## config.mk

```make
export PLATFORM = sky130hd
export DESIGN_NAME = pci_power_rom_config_regs
export DESIGN_NICKNAME = d
export VERILOG_FILES = /design/src/logic/edge_sync.v /design/src/logic/rom_word_loader.v /design/src/logic/pci_power_rom_config_regs.v
export VERILOG_INCLUDE_DIRS = /design/src /design/src/shared
export SDC_FILE = /design/constraint.sdc
export NUM_CORES = 1
export LEC_CHECK = 0
export BUFFER_PORTS_ARGS = -buffer_cell sky130_fd_sc_hd__buf_4
export CORE_MARGIN = 2
export CORE_UTILIZATION = 33
export CTS_BUF_LIST = sky130_fd_sc_hd__clkbuf_8 sky130_fd_sc_hd__clkbuf_16
export DETAILED_ROUTE_END_ITERATION = 7
export PLACE_DENSITY = 0.56
export SYNTH_ARGS = -nofsm -noshare
export SYNTH_HDL_FRONTEND = slang
export SYNTH_SLANG_ARGS = --single-unit
export TNS_END_PERCENT = 20
```

## constraint.sdc

```tcl
create_clock -name sys_clk -period 8.9 [get_ports sys_clk]
set_input_delay 1.335 -clock sys_clk [delete_from_list [all_inputs] [get_ports sys_clk]]
set_output_delay 1.335 -clock sys_clk [all_outputs]
set_load 0.1 [all_outputs]
```

## src/shared/cfg_defines.vh

```
// constants for the power, rom and subsystem configuration block
//
// Operation
// - two-bit power state field reads back present state; writes of a valid code change state
// - code 11 is the deepest state, code 00 keeps everything on
// - deepest state forces io, memory and bus master enables to zero
// - deepest state switches memory bus buffers to the plain low-voltage type
// - deepest state stops pixel clock, converter, palette ram and pixel pll
// - deepest state stops system clock and powers down the core pll
// - power state field updates only on the two valid codes
// - leaving deepest state raises an internal reset for 16 pci clocks
// - capability link field reads fixed 00h
// - capability revision field reads 001b for version 1.0
// - rom enable bit writable when strap set, reads zero otherwise
// - rom base field writable when strap set, reads zero otherwise
// - overlapping apertures decode by fixed priority, boot rom highest
// - an aperture is claimed only if no higher one matches; else no response
// - rom base bits 15 to 1 always read zero
// - subsystem register read at 2Ch, written only through alias 4Ch
// - boot rom strap sampled from a host data line on hard reset
`ifndef CFG_DEFINES_VH
`define CFG_DEFINES_VH
`define OFS_SUBSYS      8'h2C
`define OFS_ROMBASE     8'h30
`define OFS_DEVICE_CONTROL_REG     8'h04
`define OFS_SUBSYS_WR   8'h4C
`define OFS_PMCAP       8'hDC
`define OFS_PMCSR       8'hE0
`define PS_D0           2'h0
`define PS_D3           2'h3
`define PMCAP_VALUE     32'h00210001
`define PMCAP_CODE      8'h01
`define PMCAP_LINK      8'h00
`define PMCAP_REV       3'h1
`define INT_RESET_CYC   5'h10
`define ROM_SMALL_VID   16'h0078
`define ROM_32K_VID     16'h7FF8
`define ROM_64K_VID     16'hFFF8
`define ROM_SEL_SMALL   2'h0
`define ROM_SEL_32K     2'h1
`define ROM_SEL_64K     2'h2
`define BIT_IOSPACE     0
`define BIT_MEMSPACE    1
`define BIT_BUSMASTER   2
`define SPI_DIV         4'h8
`endif

```

## src/logic/edge_sync.v

```verilog
// two-flop synchroniser with edge detection
`timescale 1ns/1ps
`default_nettype none
module edge_sync (
	input  wire clk,
	input  wire rst_n,
	input  wire din,
	output wire level,
	output wire rise,
	output wire fall
);
	reg meta_q;
	reg sync_q;
	reg last_q;
	always @(posedge clk or negedge rst_n) begin
		if (!rst_n) begin
			meta_q <= 1'b0;
			sync_q <= 1'b0;
			last_q <= 1'b0;
		end else begin
			meta_q <= din;
			sync_q <= meta_q;
			last_q <= sync_q;
		end
	end
	assign level = sync_q;
	assign rise  = sync_q & ~last_q;
	assign fall  = ~sync_q & last_q;
endmodule // edge_sync
`default_nettype wire

```

## src/logic/rom_word_loader.v

```verilog
// serial boot rom reader fetching the two subsystem words
`timescale 1ns/1ps
`default_nettype none
`include "cfg_defines.vh"
module rom_word_loader (
	input  wire        clk,
	input  wire        rst_n,
	input  wire        start,
	input  wire [1:0]  rom_size_sel,
	input  wire        rom_miso,
	output reg         rom_cs_n,
	output reg         rom_sck,
	output reg         rom_mosi,
	output reg  [31:0] word_out,
	output reg         done
);
	localparam ST_IDLE = 2'h0;
	localparam ST_SHIFT = 2'h1;
	localparam ST_DONE = 2'h2;
	reg [1:0]  st_q;
	reg [3:0]  div_q;
	reg [5:0]  bit_q;
	reg [23:0] cmd_q;
	reg [15:0] addr;
	always @* begin
		case (rom_size_sel)
			`ROM_SEL_32K: addr = `ROM_32K_VID;
			`ROM_SEL_64K: addr = `ROM_64K_VID;
			default:      addr = `ROM_SMALL_VID;
		endcase
	end
	always @(posedge clk or negedge rst_n) begin
		if (!rst_n) begin
			st_q <= ST_IDLE;
			div_q <= 4'h0;
			bit_q <= 6'h00;
			cmd_q <= 24'h000000;
			rom_cs_n <= 1'b1;
			rom_sck <= 1'b0;
			rom_mosi <= 1'b0;
			word_out <= 32'h00000000;
			done <= 1'b0;
		end else begin
			case (st_q)
				ST_IDLE: begin
					if (start) begin
						cmd_q <= {8'h03, addr};
						rom_cs_n <= 1'b0;
						bit_q <= 6'h00;
						div_q <= 4'h0;
						st_q <= ST_SHIFT;
					end
				end
				ST_SHIFT: begin
					div_q <= div_q + 4'h1;
					if (div_q == 4'h0) begin
						rom_mosi <= cmd_q[23];
						rom_sck <= 1'b0;
					end else if (div_q == (`SPI_DIV >> 1)) begin
						rom_sck <= 1'b1;
						if (bit_q >= 6'h18)
							word_out <= {rom_miso, word_out[31:1]};
						cmd_q <= {cmd_q[22:0], 1'b0};
					end else if (div_q == `SPI_DIV - 4'h1) begin
						div_q <= 4'h0;
						bit_q <= bit_q + 6'h01;
						if (bit_q == 6'h37) begin
							st_q <= ST_DONE;
							rom_cs_n <= 1'b1;
							rom_sck <= 1'b0;
						end
					end
				end
				ST_DONE: begin
					done <= 1'b1;
				end
				default: st_q <= ST_IDLE;
			endcase
		end
	end
endmodule // rom_word_loader
`default_nettype wire

```

## src/logic/pci_power_rom_config_regs.v

```verilog
// configuration registers for power state, rom base and subsystem identity
`timescale 1ns/1ps
`default_nettype none
`include "cfg_defines.vh"
module pci_power_rom_config_regs (
	input  wire        sys_clk,
	input  wire        reset_n,
	input  wire        cfg_wr,
	input  wire        cfg_rd,
	input  wire [7:0]  cfg_addr,
	input  wire [3:0]  cfg_be,
	input  wire [31:0] cfg_wdata,
	output reg  [31:0] cfg_rdata,
	output reg         cfg_ack,
	input  wire        mem_req,
	input  wire        hit_rom,
	input  wire        hit_ctrl,
	input  wire        hit_dma,
	input  wire        hit_legacy_fb,
	input  wire        hit_main_fb,
	output reg  [2:0]  aperture_sel,
	output reg         mem_claim,
	input  wire        host_data_strap_line,
	input  wire [1:0]  rom_size_sel,
	input  wire        rom_miso,
	output reg         rom_cs_n,
	output reg         rom_sck,
	output reg         rom_mosi,
	output reg  [2:0]  device_control_reg,
	output reg         mem_buf_sstl,
	output reg         pixel_clk_off,
	output reg         converter_power_on_n,
	output reg         palette_ram_sel,
	output reg         pixel_pll_power_n,
	output reg         sys_clk_off,
	output reg         core_pll_power_n,
	output reg         internal_reset_n,
	output reg         subsys_loaded
);
	// ------------------------------------------------------------
	// reset release
	// ------------------------------------------------------------
	reg rst_meta_q;
	reg rst_q;
	always @(posedge sys_clk or negedge reset_n) begin
		if (!reset_n) begin
			rst_meta_q <= 1'b0;
			rst_q <= 1'b0;
		end else begin
			rst_meta_q <= 1'b1;
			rst_q <= rst_meta_q;
		end
	end
	wire rst_n = rst_q;

	// ------------------------------------------------------------
	// strap and rom input synchronisers
	// ------------------------------------------------------------
	wire strap_s;
	wire miso_s;
	edge_sync u_strap (
		.clk   (sys_clk),
		.rst_n (rst_n),
		.din   (host_data_strap_line),
		.level (strap_s),
		.rise  (),
		.fall  ()
	);
	edge_sync u_miso (
		.clk   (sys_clk),
		.rst_n (rst_n),
		.din   (rom_miso),
		.level (miso_s),
		.rise  (),
		.fall  ()
	);

	// ------------------------------------------------------------
	// strap capture after release
	// ------------------------------------------------------------
	reg [2:0] boot_cnt_q;
	reg       rom_strap_q;
	reg       boot_done_q;
	always @(posedge sys_clk or negedge rst_n) begin
		if (!rst_n) begin
			boot_cnt_q <= 3'h0;
			rom_strap_q <= 1'b0;
			boot_done_q <= 1'b0;
		end else if (!boot_done_q) begin
			boot_cnt_q <= boot_cnt_q + 3'h1;
			if (boot_cnt_q == 3'h3) begin
				rom_strap_q <= strap_s;
				boot_done_q <= 1'b1;
			end
		end
	end

	// ------------------------------------------------------------
	// boot rom word load
	// ------------------------------------------------------------
	wire        ld_cs_n;
	wire        ld_sck;
	wire        ld_mosi;
	wire [31:0] ld_word;
	wire        ld_done;
	reg         ld_start_q;
	reg         ld_fired_q;
	// single start pulse once the strap is captured
	always @(posedge sys_clk or negedge rst_n) begin
		if (!rst_n) begin
			ld_start_q <= 1'b0;
			ld_fired_q <= 1'b0;
		end else begin
			ld_start_q <= boot_done_q & ~ld_fired_q;
			ld_fired_q <= ld_fired_q | boot_done_q;
		end
	end
	rom_word_loader u_loader (
		.clk          (sys_clk),
		.rst_n        (rst_n),
		.start        (ld_start_q),
		.rom_size_sel (rom_size_sel),
		.rom_miso     (miso_s),
		.rom_cs_n     (ld_cs_n),
		.rom_sck      (ld_sck),
		.rom_mosi     (ld_mosi),
		.word_out     (ld_word),
		.done         (ld_done)
	);

	// ------------------------------------------------------------
	// power state and internal reset
	// ------------------------------------------------------------
	reg [1:0] pstate_q;
	reg [4:0] irst_cnt_q;
	wire      wr_pm = cfg_wr & (cfg_addr == `OFS_PMCSR) & cfg_be[0];
	wire      ps_valid = (cfg_wdata[1:0] == `PS_D0) | (cfg_wdata[1:0] == `PS_D3);
	wire      leave_d3 = wr_pm & ps_valid & (pstate_q == `PS_D3) &
	                     (cfg_wdata[1:0] == `PS_D0);
	wire      in_d3 = (pstate_q == `PS_D3);
	wire      irst_busy = (irst_cnt_q != 5'h00);
	always @(posedge sys_clk or negedge rst_n) begin
		if (!rst_n) begin
			pstate_q <= `PS_D0;
			irst_cnt_q <= 5'h00;
		end else begin
			if (wr_pm & ps_valid)
				pstate_q <= cfg_wdata[1:0];
			if (leave_d3)
				irst_cnt_q <= `INT_RESET_CYC;
			else if (irst_busy)
				irst_cnt_q <= irst_cnt_q - 5'h01;
		end
	end

	// ------------------------------------------------------------
	// device control, rom base and subsystem registers
	// ------------------------------------------------------------
	reg [2:0]  devctl_q;
	reg        romen_q;
	reg [15:0] rombase_q;
	reg [31:0] subsys_q;
	reg        loaded_q;
	wire       wr_dc = cfg_wr & (cfg_addr == `OFS_DEVICE_CONTROL_REG) & cfg_be[0];
	wire       wr_rb = cfg_wr & (cfg_addr == `OFS_ROMBASE);
	wire       wr_ss = cfg_wr & (cfg_addr == `OFS_SUBSYS_WR);
	always @(posedge sys_clk or negedge rst_n) begin
		if (!rst_n) begin
			devctl_q <= 3'h0;
			romen_q <= 1'b0;
			rombase_q <= 16'h0000;
			subsys_q <= 32'h00000000;
			loaded_q <= 1'b0;
		end else if (irst_busy) begin
			devctl_q <= 3'h0;
			romen_q <= 1'b0;
			rombase_q <= 16'h0000;
		end else begin
			if (in_d3)
				devctl_q <= 3'h0;
			else if (wr_dc)
				devctl_q <= cfg_wdata[2:0];
			if (wr_rb & rom_strap_q) begin
				if (cfg_be[0])
					romen_q <= cfg_wdata[0];
				if (cfg_be[2])
					rombase_q[7:0] <= cfg_wdata[23:16];
				if (cfg_be[3])
					rombase_q[15:8] <= cfg_wdata[31:24];
			end
			if (ld_done & ~loaded_q) begin
				subsys_q <= ld_word;
				loaded_q <= 1'b1;
			end else if (wr_ss) begin
				if (cfg_be[0])
					subsys_q[7:0] <= cfg_wdata[7:0];
				if (cfg_be[1])
					subsys_q[15:8] <= cfg_wdata[15:8];
				if (cfg_be[2])
					subsys_q[23:16] <= cfg_wdata[23:16];
				if (cfg_be[3])
					subsys_q[31:24] <= cfg_wdata[31:24];
			end
		end
	end

	// ------------------------------------------------------------
	// configuration read path
	// ------------------------------------------------------------
	reg [31:0] rd_d;
	always @* begin
		rd_d = 32'h00000000;
		case (cfg_addr)
			`OFS_DEVICE_CONTROL_REG: rd_d = {29'h0, devctl_q};
			`OFS_SUBSYS:  rd_d = subsys_q;
			`OFS_ROMBASE: rd_d = rom_strap_q ? {rombase_q, 15'h0000, romen_q}
			                                 : 32'h00000000;
			`OFS_PMCAP:   rd_d = `PMCAP_VALUE;
			`OFS_PMCSR:   rd_d = {30'h0, pstate_q};
			default:      rd_d = 32'h00000000;
		endcase
	end

	// ------------------------------------------------------------
	// aperture priority decode
	// ------------------------------------------------------------
	localparam AP_NONE   = 3'h0;
	localparam AP_ROM    = 3'h1;
	localparam AP_CTRL   = 3'h2;
	localparam AP_DMA    = 3'h3;
	localparam AP_LEGACY = 3'h4;
	localparam AP_MAIN   = 3'h5;

	reg [2:0] ap_d;
	reg       claim_d;
	wire      rom_ok = hit_rom & rom_strap_q & romen_q;
	wire      mem_ok = devctl_q[`BIT_MEMSPACE];
	always @* begin
		ap_d = AP_NONE;
		claim_d = 1'b0;
		if (mem_req) begin
			claim_d = 1'b1;
			if (rom_ok)
				ap_d = AP_ROM;
			else if (mem_ok & hit_ctrl)
				ap_d = AP_CTRL;
			else if (mem_ok & hit_dma)
				ap_d = AP_DMA;
			else if (mem_ok & hit_legacy_fb)
				ap_d = AP_LEGACY;
			else if (mem_ok & hit_main_fb)
				ap_d = AP_MAIN;
			else
				claim_d = 1'b0;
		end
	end

	// ------------------------------------------------------------
	// config bus outputs
	// ------------------------------------------------------------
	always @(posedge sys_clk or negedge rst_n) begin
		if (!rst_n) begin
			cfg_rdata <= 32'h00000000;
			cfg_ack <= 1'b0;
		end else begin
			cfg_rdata <= cfg_rd ? rd_d : 32'h00000000;
			cfg_ack <= cfg_rd | cfg_wr;
		end
	end

	// ------------------------------------------------------------
	// decode outputs
	// ------------------------------------------------------------
	always @(posedge sys_clk or negedge rst_n) begin
		if (!rst_n) begin
			aperture_sel <= AP_NONE;
			mem_claim <= 1'b0;
		end else begin
			aperture_sel <= ap_d;
			mem_claim <= claim_d;
		end
	end

	// ------------------------------------------------------------
	// serial rom pins
	// ------------------------------------------------------------
	always @(posedge sys_clk or negedge rst_n) begin
		if (!rst_n) begin
			rom_cs_n <= 1'b1;
			rom_sck <= 1'b0;
			rom_mosi <= 1'b0;
		end else begin
			rom_cs_n <= ld_cs_n;
			rom_sck <= ld_sck;
			rom_mosi <= ld_mosi;
		end
	end

	// ------------------------------------------------------------
	// power-down outputs
	// ------------------------------------------------------------
	always @(posedge sys_clk or negedge rst_n) begin
		if (!rst_n) begin
			device_control_reg <= 3'h0;
			mem_buf_sstl <= 1'b1;
			pixel_clk_off <= 1'b0;
			converter_power_on_n <= 1'b1;
			palette_ram_sel <= 1'b1;
			pixel_pll_power_n <= 1'b1;
			sys_clk_off <= 1'b0;
			core_pll_power_n <= 1'b1;
		end else begin
			device_control_reg <= in_d3 ? 3'h0 : devctl_q;
			mem_buf_sstl <= ~in_d3;
			pixel_clk_off <= in_d3;
			converter_power_on_n <= ~in_d3;
			palette_ram_sel <= ~in_d3;
			pixel_pll_power_n <= ~in_d3;
			sys_clk_off <= in_d3;
			core_pll_power_n <= ~in_d3;
		end
	end

	// ------------------------------------------------------------
	// status outputs
	// ------------------------------------------------------------
	always @(posedge sys_clk or negedge rst_n) begin
		if (!rst_n) begin
			internal_reset_n <= 1'b1;
			subsys_loaded <= 1'b0;
		end else begin
			internal_reset_n <= ~irst_busy;
			subsys_loaded <= loaded_q;
		end
	end
endmodule // pci_power_rom_config_regs
`default_nettype wire

```

==> summary.md <==
| Metric | Value |
|---|---|
| Outcome | finished clean |
| Synthesized cell area | 7981 sq um |
| Top Registers | cfg_rdata x32, subsys_q x32, u_loader.word_out x32 |
| Die Footprint | 25,450 sq um |
| Hold Vio Cnt, Final | 0 |
| Post-synth top cells | dfrtp_1, nand2_1, mux2_2 |
| Initial DRC count | 403 |
| Syn Inst Count | 682 |
| R2r endpoint | u_loader.word_out[1]$_DFFE_PN0P_ |
| CTS root buffer | clkbuf_16 |
| Die Height | 159.5 um |
| Crit. Startpoint | cfg_addr[1] |
| EDFF count, synth | 0 |
| FF/Latch Area | 4738 sq um |
| Share of the yosys chip area belonging to registers | 59.32% |
| Inserted Clock Buffers | 17 |
| Final setup skew | 0.01367 ns |
| # DRC | 0 |
| Worst Tran Pin Value | 1.170 ns |
| FF-to-FF setup slack | 6.43 ns |
| CTS Hold Bufs | 0 |
| CP required | 9.25 ns |
| Worst vdd ir | 0.0001259 V |
| Main area contributors after synthesis | dfrtp_1, mux2_2, nand2_1 |
| R2R depth | 7 |
| Worst r2r src | u_loader.div_q[0]$_DFFE_PN0P_ |
| Crit Path Max Fanout | 17 |
| Avg Synthesized Cell Area | 11.70 sq um |
| Top-area cell type share of the netlist area | 58.00% |
| Fill cell count | 2,294 |
| Worst Setup Start Kind | input pin |
| Total wire length after detailed routing | 17,950 um |
| Setup Viol. Count Final | 0 |
| Syn_nets | 749 |
| Synth warn | 0 |
| Post-synth ARST share | 100.0% |
| Routed wire per std cell | 16.10 um |
| Setup bufs post-CTS | 0 |
| Fin nets | 849 |
| Post-DP HPWL | 12,060 um |
| Max Slew Vio Count | 0 |
| Share of layout cells above drive strength 1 | 32.58% |
| GR Util met1 | 20.29% |
| Routability cong. | 0.7883 |
| IO Count | 110 |
| M2 GR Usage | 22.75% |
| Max Root-Sink Buffers | 2 |
| Global route overflow | 0 |
| Top_reg_cell synth | dfrtp_1 |
| Fin crit share | 33.94% |
| Footprint of the multi-input gates | 3010 sq um |
| Maxcap violations | 0 |
| CTS Sinks | 189 |
| Placed Cells incl. Taps | 1,082 |
| Post-Layout Cell Count | 1,115 |
| Area grow syn2layout | 21.48% |
| TNS Setup | 0 ns |
| Busiest layer in global routing | met2 |
| Worst Setup End Kind | flip-flop |
| Yosys cell types | 50 |
| Total track usage | 14.76% |
| Rows | 56 |
| Cell Pwr Density | 181.2 nW/um^2 |
| Vias in the first global route | 5,384 |
| Setup crit end | cfg_rdata[0]$_DFF_PN0_ |
| CTS resizes | 0 |
| Initial core utilization | 33.80% |
| Clock Pin Slew Worst Setup and Hold Paths | 0.07 ns |
| Core box area | 23,610 sq um |
| #FFs+latches synth | 189 |
| First-pass GRT wire length | 29,480 um |
| Drt first pass iters | 4 |
| Worst skew pair latency | 0.44 ns |
| Initial antenna violation count | 1 |
| Hold WS | 0.2972 ns |
| Largest net degree at the start of global routing | 78 |
| Crit path arrival time | 3.37 ns |
| H-tree levels | 4 |
| Final Critical Period | 3.020 ns |
| Routed via count | 5,347 |
| Die W | 159.5 um |
| PortBufs | 109 |
| CTS tree | done |
| Max Clk Rate | 331.1 MHz |
| Unrepaired setup endpoints after global routing | false |
| Critical path class | in2reg |
| ANT nets after route | 0 |
| Via density | 4.796 |
| Power Total | 0.001757 W |
| LEAKAGE | 4.710 nW |
| M3 GR Usage | 3.985% |
| Rel. slew slack | 21.39% |
| Hold Path Class | reg2async |
| Post-synth top area cell | dfrtp_1 |
| Count leader, synth | dfrtp_1 |
==> metrics by stage <==
| step | utilization (%) | instance area (sq um) | worst slack (ns) |
|---|---|---|---|
| after floorplan | - | 7981 | 3.250 |
| after global placement | 38.41 | 9069 | 5.488 |
| after detailed placement | 38.41 | 9069 | 5.474 |
| after CTS | 41.05 | 9693 | 5.918 |
| after global routing | 41.05 | 9693 | 5.699 |
| final | 41.06 | 9696 | 5.880 |
==> kinds of logic (layout without fill, tap and decap cells) <==
family | Yosys count | in the layout | synth area share (%)
flops | 189 | 189 | 59.32
compound gates | 104 | 104 | 7.791
fa+ha+maj | 9 | 9 | 1.411
xor+xnor | 6 | 6 | 0.6585
simple gates | 228 | 228 | 14.31
buf+inv | 49 | 162 | 3.088
mux | 96 | 96 | 13.37
other cells | 1 | 2 | 0.04698
==> per-layer routing <==
| layer | vias to the layer above | part of all wire (%) | wire [um] |
|---|---|---|---|
| met4 | 0 | 1.5 | 266 |
| met2 | 112 | 47 | 8426 |
| met5 | - | 0 | 0 |
| met3 | 18 | 4.8 | 853 |
| met1 | 2661 | 47 | 8406 |
| li1 | 2556 | - | - |
==> cell type report <==
cell class	instances	area share (%)
Inverter	15	0.5936
Clock buffer	17	4.388
Sequential cell	189	48.87
Multi-Input combinational cell	444	31.05
Timing Repair Buffer	115	8.904
Antenna cell	1	0.02581
Tap cell	319	4.117
Clock inverter	15	2.052
==> power breakdown <==
group	switching [W]	internal, W
registers	0.0000106	0.000872
clock network	0.000365	0.000430
logic	0.0000459	0.0000330
==> cell usage in the layout (no fill, tap or decap), types with 6 or more instances in the layout <==
cell,Yosys,layout
ha_1,9,9
nor3_1,8,8
nand2_1,87,87
buf_4,7,115
a22oi_1,17,17
dfrtp_1,185,184
a21oi_1,48,48
and3_1,16,16
mux2_2,85,85
mux2i_1,11,11
o21ai_0,22,22
inv_1,14,14
nand3_1,22,22
clkbuf_16,0,17
nor2_1,51,50
or2_2,6,6
==> critical path, cell delays in order <==
cell	delay, ns
buf_4	0.13
or3_1	0.50
nor4_4	0.99
a22oi_1	0.23
a21oi_1	0.19
==> worst min path at each step <==
stage | slack (ns) | to | startpoint | depth (start not counted)
after floorplan | 0.33 | rst_n$_DFF_PN0_ | rst_meta_q$_DFF_PN0_ | 0
after global placement | 0.32 | subsys_q[28]$_DFFE_PN0P_ | rst_n$_DFF_PN0_ | 0
after detailed placement | 0.32 | subsys_q[28]$_DFFE_PN0P_ | rst_n$_DFF_PN0_ | 0
after CTS | 0.33 | u_strap.meta_q$_DFF_PN0_ | rst_n$_DFF_PN0_ | 0
after global routing | 0.36 | subsys_q[28]$_DFFE_PN0P_ | rst_n$_DFF_PN0_ | 0
final | 0.30 | subsys_q[28]$_DFFE_PN0P_ | rst_n$_DFF_PN0_ | 0
No activity file was read; power rests on OpenSTA's default activity.
